### src/design/credit_limiter_pkg.sv
package credit_limiter_pkg;

  // Bus and register geometry
  localparam int unsigned ADDR_W = 12;
  localparam int unsigned DATA_W = 32;
  localparam logic [ADDR_W-1:0] OFF_GROUP_MAP = 12'h000;
  localparam logic [ADDR_W-1:0] OFF_CREDIT_LIMITS = 12'h004;
  localparam logic [ADDR_W-1:0] OFF_OUTSTANDING = 12'h008;

  // Chips, groups and field widths
  localparam int unsigned NUM_CHIPS = 16;
  localparam int unsigned CHIP_W = 4;
  localparam int unsigned NUM_GROUPS = 4;
  localparam int unsigned GROUP_W = 2;
  localparam int unsigned LIMIT_W = 8;
  localparam int unsigned CHIPS_UPPER_W = 4;

  // Reset values and special field values
  localparam logic [DATA_W-1:0] GROUP_MAP_RESET = 32'h0000_0000;
  localparam logic [DATA_W-1:0] CREDIT_LIMITS_RESET = 32'h0000_0000;
  localparam logic [LIMIT_W-1:0] LIMIT_NONE = 8'h00;
  localparam logic [LIMIT_W-1:0] COUNT_MAX = 8'hff;
  localparam logic [CHIPS_UPPER_W-1:0] CHIPS_UPPER_NONE = 4'h0;
  localparam logic [DATA_W-1:0] DATA_ZERO = 32'h0000_0000;

  // Protection bit that marks a Non-secure access
  localparam int unsigned PROT_NS_BIT = 1;

  // Selector encodings for the four credit groups
  typedef enum logic [GROUP_W-1:0]
  {
    GRP_ZERO = 2'b00,
    GRP_ONE = 2'b01,
    GRP_TWO = 2'b10,
    GRP_THREE = 2'b11
  } credit_group_t;

  // Configuration tie-offs of the local chip
  typedef struct packed
  {
    logic coherent_cross_chip_option;
    logic [CHIPS_UPPER_W-1:0] chips_upper;
    logic [CHIP_W-1:0] chip_index_tieoff;
  } chip_cfg_t;

  // One stream transaction request or completion
  typedef struct packed
  {
    logic valid;
    logic [CHIP_W-1:0] chip;
  } xfer_t;

endpackage

### src/design/cross_chip_credit_limiter.sv
//Contract
// - Each chip sits in exactly one group
// - Registers exist only without coherent option, <=16 chips
// - Map holds 2-bit selector per chip index
// - Selector value is the group number directly
// - Local chip index comes from tie-off input
// - Limits register: four 8-bit group limits
// - Nonzero limit caps group's outstanding transactions
// - Zero limit means no cap; code still stalls a group once its count reaches COUNT_MAX
// - Registers accessible only by Secure accesses
`timescale 1ns/10ps
`default_nettype none

module cross_chip_credit_limiter
  import credit_limiter_pkg::*;
#(
  parameter int unsigned N_CHIPS = NUM_CHIPS
)
(
  // Clock and reset
  input wire logic pclk,
  input wire logic presetn,
  // APB slave
  input wire logic psel,
  input wire logic penable,
  input wire logic pwrite,
  input wire logic [ADDR_W-1:0] paddr,
  input wire logic [DATA_W-1:0] pwdata,
  input wire logic [3:0] pstrb,
  input wire logic [2:0] pprot,
  output logic pready,
  output logic [DATA_W-1:0] prdata,
  output logic pslverr,
  // Configuration tie-offs, asynchronous to pclk
  input wire chip_cfg_t cfg_pins,
  // Transaction issue request and grant
  input wire xfer_t issue_req,
  output logic issue_ready,
  // Completion returned by the remote chip
  input wire xfer_t completion,
  // Register availability, for system status
  output logic regs_available
);

  // Two-stage synchroniser for the tie-offs
  chip_cfg_t cfg_meta_q;
  chip_cfg_t cfg_q;

  // Software registers
  logic [DATA_W-1:0] group_map_q;
  logic [DATA_W-1:0] credit_limits_q;

  // Per-group outstanding counters
  logic [LIMIT_W-1:0] outstanding_q [NUM_GROUPS];

  // Registered read data and error
  logic [DATA_W-1:0] prdata_q;
  logic pslverr_q;

  // Decoded views
  logic avail;
  logic [DATA_W-1:0] map_eff;
  logic [DATA_W-1:0] lim_eff;
  credit_group_t req_grp;
  credit_group_t cpl_grp;
  logic req_remote;
  logic cpl_remote;
  logic issue_fire;
  logic setup_phase;
  logic access_phase;
  logic acc_secure;
  logic [DATA_W-1:0] outstanding_word;
  logic [NUM_GROUPS-1:0] grp_open;

  // Group of a chip as chosen by the map
  function automatic credit_group_t group_of(input logic [DATA_W-1:0] map, input logic [CHIP_W-1:0] chip);
    group_of = credit_group_t'(map[GROUP_W*chip +: GROUP_W]);
  endfunction

  // Limit field of one group
  function automatic logic [LIMIT_W-1:0] limit_of(input logic [DATA_W-1:0] lims, input int unsigned grp);
    limit_of = lims[LIMIT_W*grp +: LIMIT_W];
  endfunction

  // Synchronise the tie-offs before any logic reads them
  always_ff @(posedge pclk or negedge presetn)
  begin
    if (!presetn)
    begin
      cfg_meta_q <= '0;
      cfg_q <= '0;
    end
    else
    begin
      cfg_meta_q <= cfg_pins;
      cfg_q <= cfg_meta_q;
    end
  end

  // Registers exist only in the small non-coherent setup
  assign avail = !cfg_q.coherent_cross_chip_option && (cfg_q.chips_upper == CHIPS_UPPER_NONE);
  assign regs_available = avail;

  // Absent registers behave as all zero, so no limit applies
  assign map_eff = avail ? group_map_q : DATA_ZERO;
  assign lim_eff = avail ? credit_limits_q : DATA_ZERO;

  // Bus phases and security
  assign setup_phase = psel && !penable;
  assign access_phase = psel && penable;
  assign acc_secure = !pprot[PROT_NS_BIT];

  // Writes land in the access phase, zero wait states
  always_ff @(posedge pclk or negedge presetn)
  begin
    if (!presetn)
    begin
      group_map_q <= GROUP_MAP_RESET;
      credit_limits_q <= CREDIT_LIMITS_RESET;
    end
    else if (access_phase && pwrite && acc_secure && avail)
    begin
      // Byte strobes honoured on both writable words
      for (int b = 0; b < DATA_W/8; b++)
      begin
        if (pstrb[b] && paddr == OFF_GROUP_MAP)
        begin
          group_map_q[8*b +: 8] <= pwdata[8*b +: 8];
        end
        if (pstrb[b] && paddr == OFF_CREDIT_LIMITS)
        begin
          credit_limits_q[8*b +: 8] <= pwdata[8*b +: 8];
        end
      end
    end
  end

  // Outstanding counts packed into one status word
  always_comb
  begin
    outstanding_word = DATA_ZERO;
    for (int g = 0; g < NUM_GROUPS; g++)
    begin
      outstanding_word[LIMIT_W*g +: LIMIT_W] = outstanding_q[g];
    end
  end

  // Read data and error prepared in the setup cycle, so they come from flops
  always_ff @(posedge pclk or negedge presetn)
  begin
    if (!presetn)
    begin
      prdata_q <= DATA_ZERO;
      pslverr_q <= 1'b0;
    end
    else if (setup_phase)
    begin
      prdata_q <= DATA_ZERO;
      pslverr_q <= 1'b0;
      if (!acc_secure)
      begin
        // Non-secure sees nothing and gets an error
        pslverr_q <= 1'b1;
      end
      else if (paddr == OFF_GROUP_MAP)
      begin
        prdata_q <= pwrite ? DATA_ZERO : map_eff;
      end
      else if (paddr == OFF_CREDIT_LIMITS)
      begin
        prdata_q <= pwrite ? DATA_ZERO : lim_eff;
      end
      else if (paddr == OFF_OUTSTANDING)
      begin
        // Status word is read-only; writes are dropped silently
        prdata_q <= pwrite ? DATA_ZERO : outstanding_word;
      end
      else
      begin
        // Unmapped address
        pslverr_q <= 1'b1;
      end
    end
  end

  // Answer in the first access cycle
  assign pready = access_phase;
  assign prdata = prdata_q;
  assign pslverr = access_phase && pslverr_q;

  // Group lookup for both directions of traffic
  assign req_grp = group_of(map_eff, issue_req.chip);
  assign cpl_grp = group_of(map_eff, completion.chip);

  // Own chip is never a remote target, so it takes no credit
  assign req_remote = issue_req.chip != cfg_q.chip_index_tieoff;
  assign cpl_remote = completion.chip != cfg_q.chip_index_tieoff;

  // Gate per group; counter saturation also stalls so counts stay honest
  generate
    for (genvar g = 0; g < NUM_GROUPS; g++)
    begin : g_grp
      logic [LIMIT_W-1:0] lim;
      logic inc;
      logic dec;
      assign lim = limit_of(lim_eff, g);
      assign grp_open[g] = (lim == LIMIT_NONE) ? (outstanding_q[g] != COUNT_MAX)
                                               : (outstanding_q[g] < lim);
      assign inc = issue_fire && req_remote && (req_grp == credit_group_t'(g));
      assign dec = completion.valid && cpl_remote && (cpl_grp == credit_group_t'(g))
                   && (outstanding_q[g] != LIMIT_NONE);

      // Count from issue to completion
      always_ff @(posedge pclk or negedge presetn)
      begin
        if (!presetn)
        begin
          outstanding_q[g] <= LIMIT_NONE;
        end
        else if (inc && !dec)
        begin
          outstanding_q[g] <= outstanding_q[g] + 8'h01;
        end
        else if (dec && !inc)
        begin
          outstanding_q[g] <= outstanding_q[g] - 8'h01;
        end
      end
    end
  endgenerate

  // Local traffic always passes; remote waits for its group's credit
  assign issue_ready = !req_remote || grp_open[req_grp];
  assign issue_fire = issue_req.valid && issue_ready;
endmodule

`default_nettype wire

### config.mk
export PLATFORM = sky130hd
export DESIGN_NAME = cross_chip_credit_limiter
export DESIGN_NICKNAME = d
export VERILOG_FILES = /design/src/design/credit_limiter_pkg.sv /design/src/design/cross_chip_credit_limiter.sv
export SDC_FILE = /design/constraint.sdc
export NUM_CORES = 1
export LEC_CHECK = 0
export ABC_AREA = 1
export BUFFER_PORTS_ARGS = -buffer_cell sky130_fd_sc_hd__buf_2
export CORE_ASPECT_RATIO = 1.75
export CORE_MARGIN = 2
export CORE_UTILIZATION = 50
export DETAILED_ROUTE_END_ITERATION = 7
export GPL_TIMING_DRIVEN = 0
export PLACE_DENSITY = 0.81
export SYNTH_ARGS = -nofsm -noshare
export SYNTH_HDL_FRONTEND = slang
export SYNTH_SLANG_ARGS = --single-unit
### constraint.sdc
create_clock -name pclk -period 4.5 [get_ports pclk]
set_input_delay 0.675 -clock pclk [delete_from_list [all_inputs] [get_ports pclk]]
set_output_delay 0.675 -clock pclk [all_outputs]
set_load 0.005 [all_outputs]
After elaboration in Yosys (flattened, before gate mapping)
Index checks and enable logic that the tools add are counted.
{"block": "totals", "register_bits": 147, "inputBits": 75, "output_inout_bits": 36, "word_cells": 151}
{"block": "op_classes", "addsub": 8, "magnitude_cmp": 5, "eq_ne": 14, "shifts": 2, "n_mux": 27, "reduce_logical": 75}
{"operator": "$mux 32", "count": 9}
{"operator": "$mux 8", "count": 8}
{"operator": "$shiftx 32x6->2", "count": 2}
{"operator": "$logic_and 1x1->1", "count": 38}
{"operator": "$add 8x1->8 const B", "count": 4}
{"operator": "$logic_not 8->1", "count": 4}
{"operator": "$lt 8x8->1", "count": 4}
{"operator": "$ne 8x8->1 const B", "count": 4}
{"operator": "$reduce_bool 8->1", "count": 4}
{"operator": "$sub 8x1->8 const B", "count": 4}
{"operator": "$reduce_and 2->1", "count": 8}
{"operator": "$eq 12x3->1 const B", "count": 1}
{"operator": "$eq 12x4->1 const B", "count": 1}
{"operator": "$logic_not 1->1", "count": 12}
{"operator": "$logic_not 12->1", "count": 1}
{"operator": "$mux 1", "count": 9}
{"operator": "$eq 2x2->1 const B", "count": 4}
{"operator": "$ne 4x4->1", "count": 2}
{"operator": "$reduce_bool 2->1", "count": 4}
{"operator": "$eq 2x1->1 const B", "count": 2}
{"operator": "$logic_not 2->1", "count": 2}
{"operator": "$logic_not 4->1", "count": 1}
{"operator": "$lt 2x3->1 const B", "count": 1}
{"operator": "$bmux 1 s2", "count": 1}
{"operator": "$logic_or 1x1->1", "count": 1}

Logic depth before layout (Yosys ltp)
Gate-level depths: netlist (run 1).
{"block": "depth", "depth_word": 15, "mapped_depth": 33, "ltp_nobuf": 31}

Worst setup path before layout (run 1)
OpenSTA, ideal clock, no wires.
{"block": "synth_timing", "path_type": "reg2reg", "startpoint": "register cfg_q[7] (netlist bit)", "endpoint": "register outstanding_q[31] (netlist bit)", "setup_time_ns": 0.121, "t_arrival_ns": 3.811, "required_ns": 4.379, "setup_slack_ns": 0.568, "path_stages_with_launch": 31, "cell_sequence": "dfrtp_1 nor2_2 nand2_1 nor2_4 buf_4 nand2_1 ha_1 inv_1 o31ai_1 nor2_1 nand2_1 nand2_1 nand3_1 nand2_2 o21bai_4 nor2_2 ha_1 inv_1 ha_1 a21oi_1 nand2_1 nand2_1 nand2_1 a21oi_1 nor2_1 nor2_1 o21bai_1 a21oi_1 o21ai_0 nand2_1 nand2_1"}
{"block": "synth_via", "elab_chain_len": 14}
{"element": "from (decl)", "line": "cross_chip_credit_limiter.sv:47", "text": "chip_cfg_t cfg_q;"}
{"element": "from (signal assigned)", "line": "cross_chip_credit_limiter.sv:96", "text": "cfg_q <= cfg_meta_q;"}
{"element": "$logic_not 4->1 *", "line": "cross_chip_credit_limiter.sv:101", "text": "assign avail = !cfg_q.coherent_cross_chip_option && (cfg_q.chips_upper == CHIPS_UPPER_NONE);"}
{"element": "$logic_and 1x1->1 *", "line": "cross_chip_credit_limiter.sv:101"}
{"element": "$mux 32", "line": "cross_chip_credit_limiter.sv:106", "text": "assign lim_eff = avail ? credit_limits_q : DATA_ZERO;"}
{"element": "$lt 8x8->1 / $logic_not 8->1 (equally long branches)", "line": "cross_chip_credit_limiter.sv:208, cross_chip_credit_limiter.sv:207"}
{"element": "$mux 1", "line": "cross_chip_credit_limiter.sv:207", "text": "assign grp_open[g] = (lim == LIMIT_NONE) ? (outstanding_q[g] != COUNT_MAX)"}
{"element": "$bmux 1 s2", "line": "cross_chip_credit_limiter.sv:233", "text": "assign issue_ready = !req_remote || grp_open[req_grp];"}
{"element": "$mux 1 (implied by the code)", "line": "cross_chip_credit_limiter.sv:233"}
{"element": "$logic_or 1x1->1", "line": "cross_chip_credit_limiter.sv:233"}
{"element": "$logic_and 1x1->1", "line": "cross_chip_credit_limiter.sv:234", "text": "assign issue_fire = issue_req.valid && issue_ready;"}
{"element": "$logic_and 1x1->1 (2 in a row)", "line": "cross_chip_credit_limiter.sv:209", "text": "assign inc = issue_fire && req_remote && (req_grp == credit_group_t'(g));"}
{"element": "$logic_not 1->1", "line": "cross_chip_credit_limiter.sv:224", "text": "else if (dec && !inc)"}
{"element": "$logic_and 1x1->1", "line": "cross_chip_credit_limiter.sv:224"}
{"element": "$reduce_bool 2->1 (no source line)"}
{"element": "to (signal, indexed assignment)", "line": "cross_chip_credit_limiter.sv:222", "text": "outstanding_q[g] <= outstanding_q[g] + 8'h01;"}
{"element": "to (signal, indexed assignment)", "line": "cross_chip_credit_limiter.sv:226", "text": "outstanding_q[g] <= outstanding_q[g] - 8'h01;"}
{"element": "to (decl)", "line": "cross_chip_credit_limiter.sv:54", "text": "logic [LIMIT_W-1:0] outstanding_q [NUM_GROUPS];"}
Mark *: on every way between the ends. The rest lies on a longest branch, timed or not. The select of a mux whose other input is x is not followed.
A chain may end at the register's enable or synchronous reset.

Final worst setup path (run 1)
{"block": "layout_timing", "startpoint": "register cfg_q[6] (netlist bit)", "endpoint": "register outstanding_q[31] (netlist bit)"}
Same word-level chain as after synthesis.

==> flow_summary.toml, run 1 <==
[status]
status = "finished, final reports clean"

[worst_setup_path]
slowest_stage = "dfrtp_1"
r2r_slack_ns = 0.24
critPathRequiredTime_ns = 4.82
start_kind = "register"
worstSetupPathType = "reg2reg"
endpoint_kind = "register"
path_max_fanout = 8
cpPeakStageDelay_ns = 0.39
arrival_ns = 4.58
timing.critical_path.mode_cell = "nand2_1"

[layout]
fill_cells = 1650
final_cell_mix = "271 x nand2_1, 154 x inv_1, 147 x dfrtp_1"
fin_area_mm2 = 0.0110
nets = 1476
fin_util_pct = 60.9
final_common_cell = "nand2_1"
diodes = 0
syn2layout_area_growth_pct = 19.3
drive_gt1_share_pct = 17.7

[clock_tree]
clock_latency_ns = 0.43
cts_tree = "yes"
cts_inserted_buffers = 17
clock-root-buffer = "clkbuf_16"
cts_num_sinks = 147
cts_max_level = 4
hold_buffers = 0
cts_buffer_depth = 2
clkTransAtPathRegs_ns = 0.06

[drt]
wl_mm = 28.3
drc = 0
num_vias = 9063
drt_iter0_drc = 603
dr.pass1.iters = 7
wire_per_inst_um = 17.8
vias_per_cell = 5.71
drtAntennaViolNets = 0

[timing]
relSlewSlack_pct = 19.9
worstMarginPinSlew_ns = 1.20
hold_ws_ns = 0.311
maxClockFrequency_mhz = 235
finClkSkew_ns = 0.00947
finalMaxSlewViolations = 0
finalCritPeriodShare_pct = 94.7
layout_min_cycle_time_ns = 4.26
finalHoldViolations = 0
setup_viol = 0

[pwr]
leakage_nw = 5.16
switchingPower_mw = 1.79
p_seq_share_pct = 36.4
comb_power_share_pct = 33.1
finalPower_mw = 4.80
p_per_area_mw_per_mm2 = 437
ir_worst_vdd_v = 0.000263
internal_power_mw = 3.01
switching_share_pct = 37.3
clock_power_share_pct = 30.5

[synthesis]
synth_ff_type = "dfrtp_1"
synth_fp_nets = 1336
synth_area_mm2 = 0.00921
ys_top_cells_by_area = "dfrtp_1 40%, nand2_1 11%, o21ai_0 8.0%, ha_1 7.6%, inv_1 6.5%"
yosysUniqueCellTypes = 45
synth_edf_count = 0
synth_cells = 1201
avgSynthCellArea_um2 = 7.67
synth.largest_area_cell = "dfrtp_1"
yosysWarnings = 0
synthArstFlopShare_pct = 100
synth.top_cell.area_share_pct = 39.9
synth-seq-area-share_pct = 39.9
synth-seq-cells = 147

[floorplanning]
die_h_um = 184
std_cell_rows = 65
core-area_mm2 = 0.0181
ios = 111
die_area_mm2 = 0.0196
initial_core_util_pct = 51.0
die_w_um = 107

[global_route]
grt_pass1_vias = 8801
antenna_found_initial = 1
grt_pass1_wl_mm = 43.6
grt_usage_pct = 28.9
grt_max_degree = 85
grt_overflow = 0

[placed_design]
port_buffers = 103
place_congestion = 1.01
place_area_mm2 = 0.0101
dpl.hpwl_mm = 21.2

[run]
drv_cap = 0

[hold_path]
hold_class = "in2async"
## synthesized netlist by cell type (8+ instances only)
cell	count
xnor2_1	8
o22ai_1	8
clkinv_1	8
o21ai_1	14
inv_1	159
ha_1	56
nand2_1	277
nor3_1	8
nor2_1	73
nand3_1	79
nor2_2	10
o21ai_0	147
clkbuf_1	20
nand4_1	18
nor2_4	12
dfrtp_1	147
o221ai_1	12
o211ai_1	17
a21oi_1	49
buf_2	15
## what timing repair did
item / in CTS / in global routing
gates cloned: 0 / 2
endpoints found under the setup margin: 3 / 8
buffers inserted: 0 / 15
pin swaps: 0 / 11
resized for setup: 4 / 39
## worst paths after layout
kind | startpoint | endpoint | depth (start not counted)
setup reg to reg | cfg_q[6] | outstanding_q[31] | 32
max in group asynchronous | presetn | pslverr_q | 2
setup / recovery | cfg_q[6] | outstanding_q[31] | 32
hold / removal | presetn | group_map_q[29] | 1
min in group pclk | cfg_meta_q[3] | cfg_q[3] | 0
hold reg to reg | cfg_meta_q[3] | cfg_q[3] | 0
## per-stage QoR
stage | instances | setup TNS, ns | worst slack, ns
2_1_floorplan | 1201 | 0 | 0.568
3_3_place_gp | 1538 | -0.0691 | -0.0557
3_5_place_dp | 1539 | -0.294 | -0.132
4_1_cts | 1570 | 0 | 0.0341
5_1_grt | 1587 | -0.0814 | -0.0371
6_report | 1587 | 0 | 0.237
## flip-flops by register name, summed over array words and instances (netlist names)
| signal | count |
|---|---|
| outstanding_q | 32 |
| cfg_meta_q | 9 |
| cfg_q | 9 |
| pslverr_q | 1 |
| prdata | 32 |
| group_map_q | 32 |
| credit_limits_q | 32 |
## critical path: cells and delay by family (launching register included)
kind | cells | cell delay (ns)
AND/OR/NAND/NOR | 19 | 1.83
flip-flops | 1 | 0.39
buffers and inverters | 5 | 0.56
adder cells (fa/ha/maj) | 3 | 0.83
AO/OA/AOI/OAI | 5 | 0.57
## cell families (layout without fill, tap and decap cells)
logic type	count (synthesis)	after routing	share of synthesized area, %
AO/OA/AOI/OAI	273	273	16.9
buffers and inverters	212	364	9.33
XOR/XNOR	12	12	1.14
flip-flops	147	147	39.9
adder cells (fa/ha/maj)	60	60	8.47
AND/OR/NAND/NOR	497	497	24.2
## power by group through the flow
stage	logic [mW]	clock network (mW)	registers (mW)
final	1.59	1.47	1.75
after global routing	1.83	1.53	1.78
after CTS	1.46	1.47	1.73
after detailed placement	1.44	0	1.75
after global placement	1.36	0	1.74
after floorplan	1.11	0	1.67
## cell type report
cell class	count	area (um^2)	share of cell area, %
inverters	169	642	5.84
flip-flops and latches	147	3680	33.5
well taps	234	293	2.66
repair buffers	120	699	6.36
clock buffers	19	443	4.03
clock inverters	12	155	1.41
plain buffers	43	244	2.22
multi-input cells	842	4830	43.9
repair inverters	1	7.51	0.0683
## layer usage
| metal | vias up | share of wire, % | track usage (%) |
|---|---|---|---|
| li1 | 4258 | - | - |
| met1 | 4226 | 36 | 32.6 |
| met2 | 430 | 49 | 47.6 |
| met3 | 147 | 6.6 | 5.78 |
| met4 | 2 | 8.5 | 21.8 |
| met5 | - | 0.071 | 0 |
(Power assumes the default switching activity.)
==> run 2: changes to the inputs <==
--- a/config.mk
+++ b/config.mk
@@ -5,7 +5,6 @@
 export SDC_FILE = /design/constraint.sdc
 export NUM_CORES = 1
 export LEC_CHECK = 0
-export ABC_AREA = 1
 export BUFFER_PORTS_ARGS = -buffer_cell sky130_fd_sc_hd__buf_2
 export CORE_ASPECT_RATIO = 1.75
 export CORE_MARGIN = 2
==> run 2 against run 1 <==
- critical path depth decreased by 12
- core utilization decreased by 0.44 points
- clock power about the same
- fmax decreased by 5.1%
- synthesized cell count decreased by 33%
- combinational power decreased by 65%
- sequential share of layout area increased by 1.7 points
- register-to-register slack got worse by 0.23 ns
- wire length decreased by 7.8%
- power decreased by 28%
==> flow_summary.toml, run 2 <==
[drt]
drc = 0
topRoutingLayerUsed = "met4"
num_vias = 7661
drt_iter0_drc = 683
wl_mm = 26.1
drtAntennaViolNets = 0
wl_met2_mm = 13.2
dr.pass1.iters = 5
vias_per_cell = 6.48
wl_met1_mm = 8.81
wl_met3_mm = 2.04
wire_per_inst_um = 22.0

[clock_tree]
clock_latency_ns = 0.43
clock-root-buffer = "clkbuf_16"
cts_tree = "yes"
cts_buffer_depth = 2
cts_inserted_buffers = 17
cts_max_level = 4
hold_buffers = 0
cts_num_sinks = 147
clkTransAtPathRegs_ns = 0.06

[worst_setup_path]
arrival_ns = 4.80
path_max_fanout = 10
worstSetupPathType = "reg2reg"
critPathRequiredTime_ns = 4.81
start_kind = "register"
endpoint_kind = "register"

[hold_path]
hold_class = "in2async"

[timing]
finalMaxSlewViolations = 0
rsz0062_at_grt = "true"
finalCritPeriodShare_pct = 99.8
finalHoldViolations = 0
setup_viol = 0
relSlewSlack_pct = 18.2
layout_min_cycle_time_ns = 4.49
finClkSkew_ns = 0.0138
setup_tns_ns = 0
worstMarginPinSlew_ns = 1.22
maxClockFrequency_mhz = 223

[synthesis]
synth_area_mm2 = 0.00875
synthArstFlopShare_pct = 100
ys_top_cells_by_area = "dfrtp_1 42%, ha_1 8.0%, mux2_2 7.2%, nand2_1 3.5%, a21o_1 3.4%"
avgSynthCellArea_um2 = 10.9
synth.most_common_cell = "dfrtp_1"
synth.largest_area_cell = "dfrtp_1"
synth-seq-area-share_pct = 42.1
synth_fp_nets = 936
yosysWarnings = 0
synth.top_cell.area_share_pct = 42.1
synth_common_cells = "147 x dfrtp_1, 82 x nand2_1, 56 x ha_1, 56 x mux2_2, 40 x a21o_1"
yosysUniqueCellTypes = 56
synth_ff_type = "dfrtp_1"
synth-seq-cells = 147
synth_edf_count = 0
synth_cells = 801

[layout]
syn2layout_area_growth_pct = 19.5
drive_gt1_share_pct = 28.9
final_cell_mix = "147 x dfrtp_1, 103 x buf_2, 82 x nand2_1"
final_common_cell = "dfrtp_1"
fill_cells = 1404
nets = 1072

[floorplanning]
die_area_mm2 = 0.0186
ios = 111
initial_core_util_pct = 50.6
core-area_mm2 = 0.0173
die_h_um = 179
die_w_um = 104
std_cell_rows = 64

[global_route]
antenna_found_initial = 2
grt_usage_pct = 28.0
grt_overflow = 0
grt_pass1_wl_mm = 40.0
grt_pass1_vias = 7525
grt_max_degree = 99

[pwr]
p_per_area_mw_per_mm2 = 331
ir_worst_vdd_v = 0.000204
finalPower_mw = 3.46
leakage_nw = 4.97

[run]
drv_cap = 0

[placed_design]
port_buffers = 102
place_congestion = 0.957
dpl.hpwl_mm = 18.5

[status]
status = "finished, final reports clean"
==> run 2: cell count changes in the layout (fill, tap and decap cells not counted), sizes merged, moves of 25 or more <==
cell	before	now
a21o	0	40
a22oi	0	25
inv	164	17
mux2	0	68
nand2	280	87
nand2b	0	27
nand3	85	6
nor2	95	23
o21ai	161	40
==> run 2: worst max-delay path: stages, from the launching register on <==
cell and delay [ns]:
dfrtp_1 0.37, or3_4 0.43, nor2_4 0.12, buf_4 0.14
buf_6 0.14, nand2_1 0.11, ha_2 0.28, a2111oi_2 0.31
a2111oi_2 0.08, a211oi_2 0.29, nor2_1 0.08, nor3_2 0.30
ha_2 0.26, inv_2 0.10, ha_1 0.28, a21o_1 0.19
a21oi_2 0.20, o211ai_1 0.14, and3_1 0.19, o21ba_2 0.21
xor2_1 0.14
==> run 2: timing repair <==
action | 4_1_cts | 5_1_grt
pin swaps | 11 | 14
buffers inserted | 7 | 10
gates resized for setup | 32 | 21
setup endpoints to repair | 25 | 12
endpoints found under the hold margin | 0 | 0
==> run 2: kinds of logic (layout without fill, tap and decap cells) <==
group	Yosys count	count (layout)	synth area share (%)
xor gates and xnor gates	36	36	3.61
adders and majority gates	60	60	8.93
other	0	1	0
DFF	147	147	42.1
AOI/OAI and AO/OA	205	205	16.6
muxes	89	89	14.2
and+or+nand+nor	211	211	12.2
buffers and inverters	53	202	2.40
==> run 2: power breakdown <==
| group | leakage (nW) | switching [mW] | internal [mW] |
|---|---|---|---|
| clock | 0.289 | 0.607 | 0.838 |
| combinational | 2.69 | 0.303 | 0.257 |
| sequential | 1.99 | 0.0900 | 1.37 |
| total | 4.97 | 1.00 | 2.46 |
==> run 2: per-stage QoR <==
step	cell area, um^2	std cells	setup slack (ns)	hold slack [ns]	util [%]
floorplan	8750	801	0.144	0.331	-
global placement	9550	1134	-0.840	0.333	55.2
detailed placement	9580	1135	-0.971	0.335	55.4
CTS	10300	1172	0.0114	0.208	59.6
global route	10500	1182	-0.128	0.216	60.4
finish	10500	1182	0.00870	0.172	60.4
==> run 2: metal layers <==
metal,GRT usage [%],vias to the layer above
met5,0,-
met4,20.7,0
met3,6.62,159
met2,48.5,453
met1,29.9,3759
li1,-,3290
==> run 2: area by class of cell <==
cell class | count | area [um^2] | share of cell area (%)
inverter | 13 | 52.6 | 0.503
buffer | 37 | 164 | 1.57
clock inverter | 14 | 150 | 1.44
tap | 231 | 289 | 2.77
multi-input combinational | 601 | 5000 | 47.9
antenna | 1 | 2.50 | 0.0239
timing repair buffer | 120 | 672 | 6.43
clock buffer | 18 | 439 | 4.20
sequential | 147 | 3680 | 35.2
==> run 2: worst paths after layout <==
kind                               start           endpoint  slack, ns  depth (start not counted)
min in group pclk            cfg_pins[2]      cfg_meta_q[2]       0.34                          1
max reg2reg                     cfg_q[4]   outstanding_q[7]      0.009                         20
max                             cfg_q[4]   outstanding_q[7]      0.009                         20
max in group asynchronous        presetn           cfg_q[1]       3.48                          2
min                              presetn  outstanding_q[20]       0.17                          1
min reg2reg                cfg_meta_q[4]           cfg_q[4]       0.35                          0
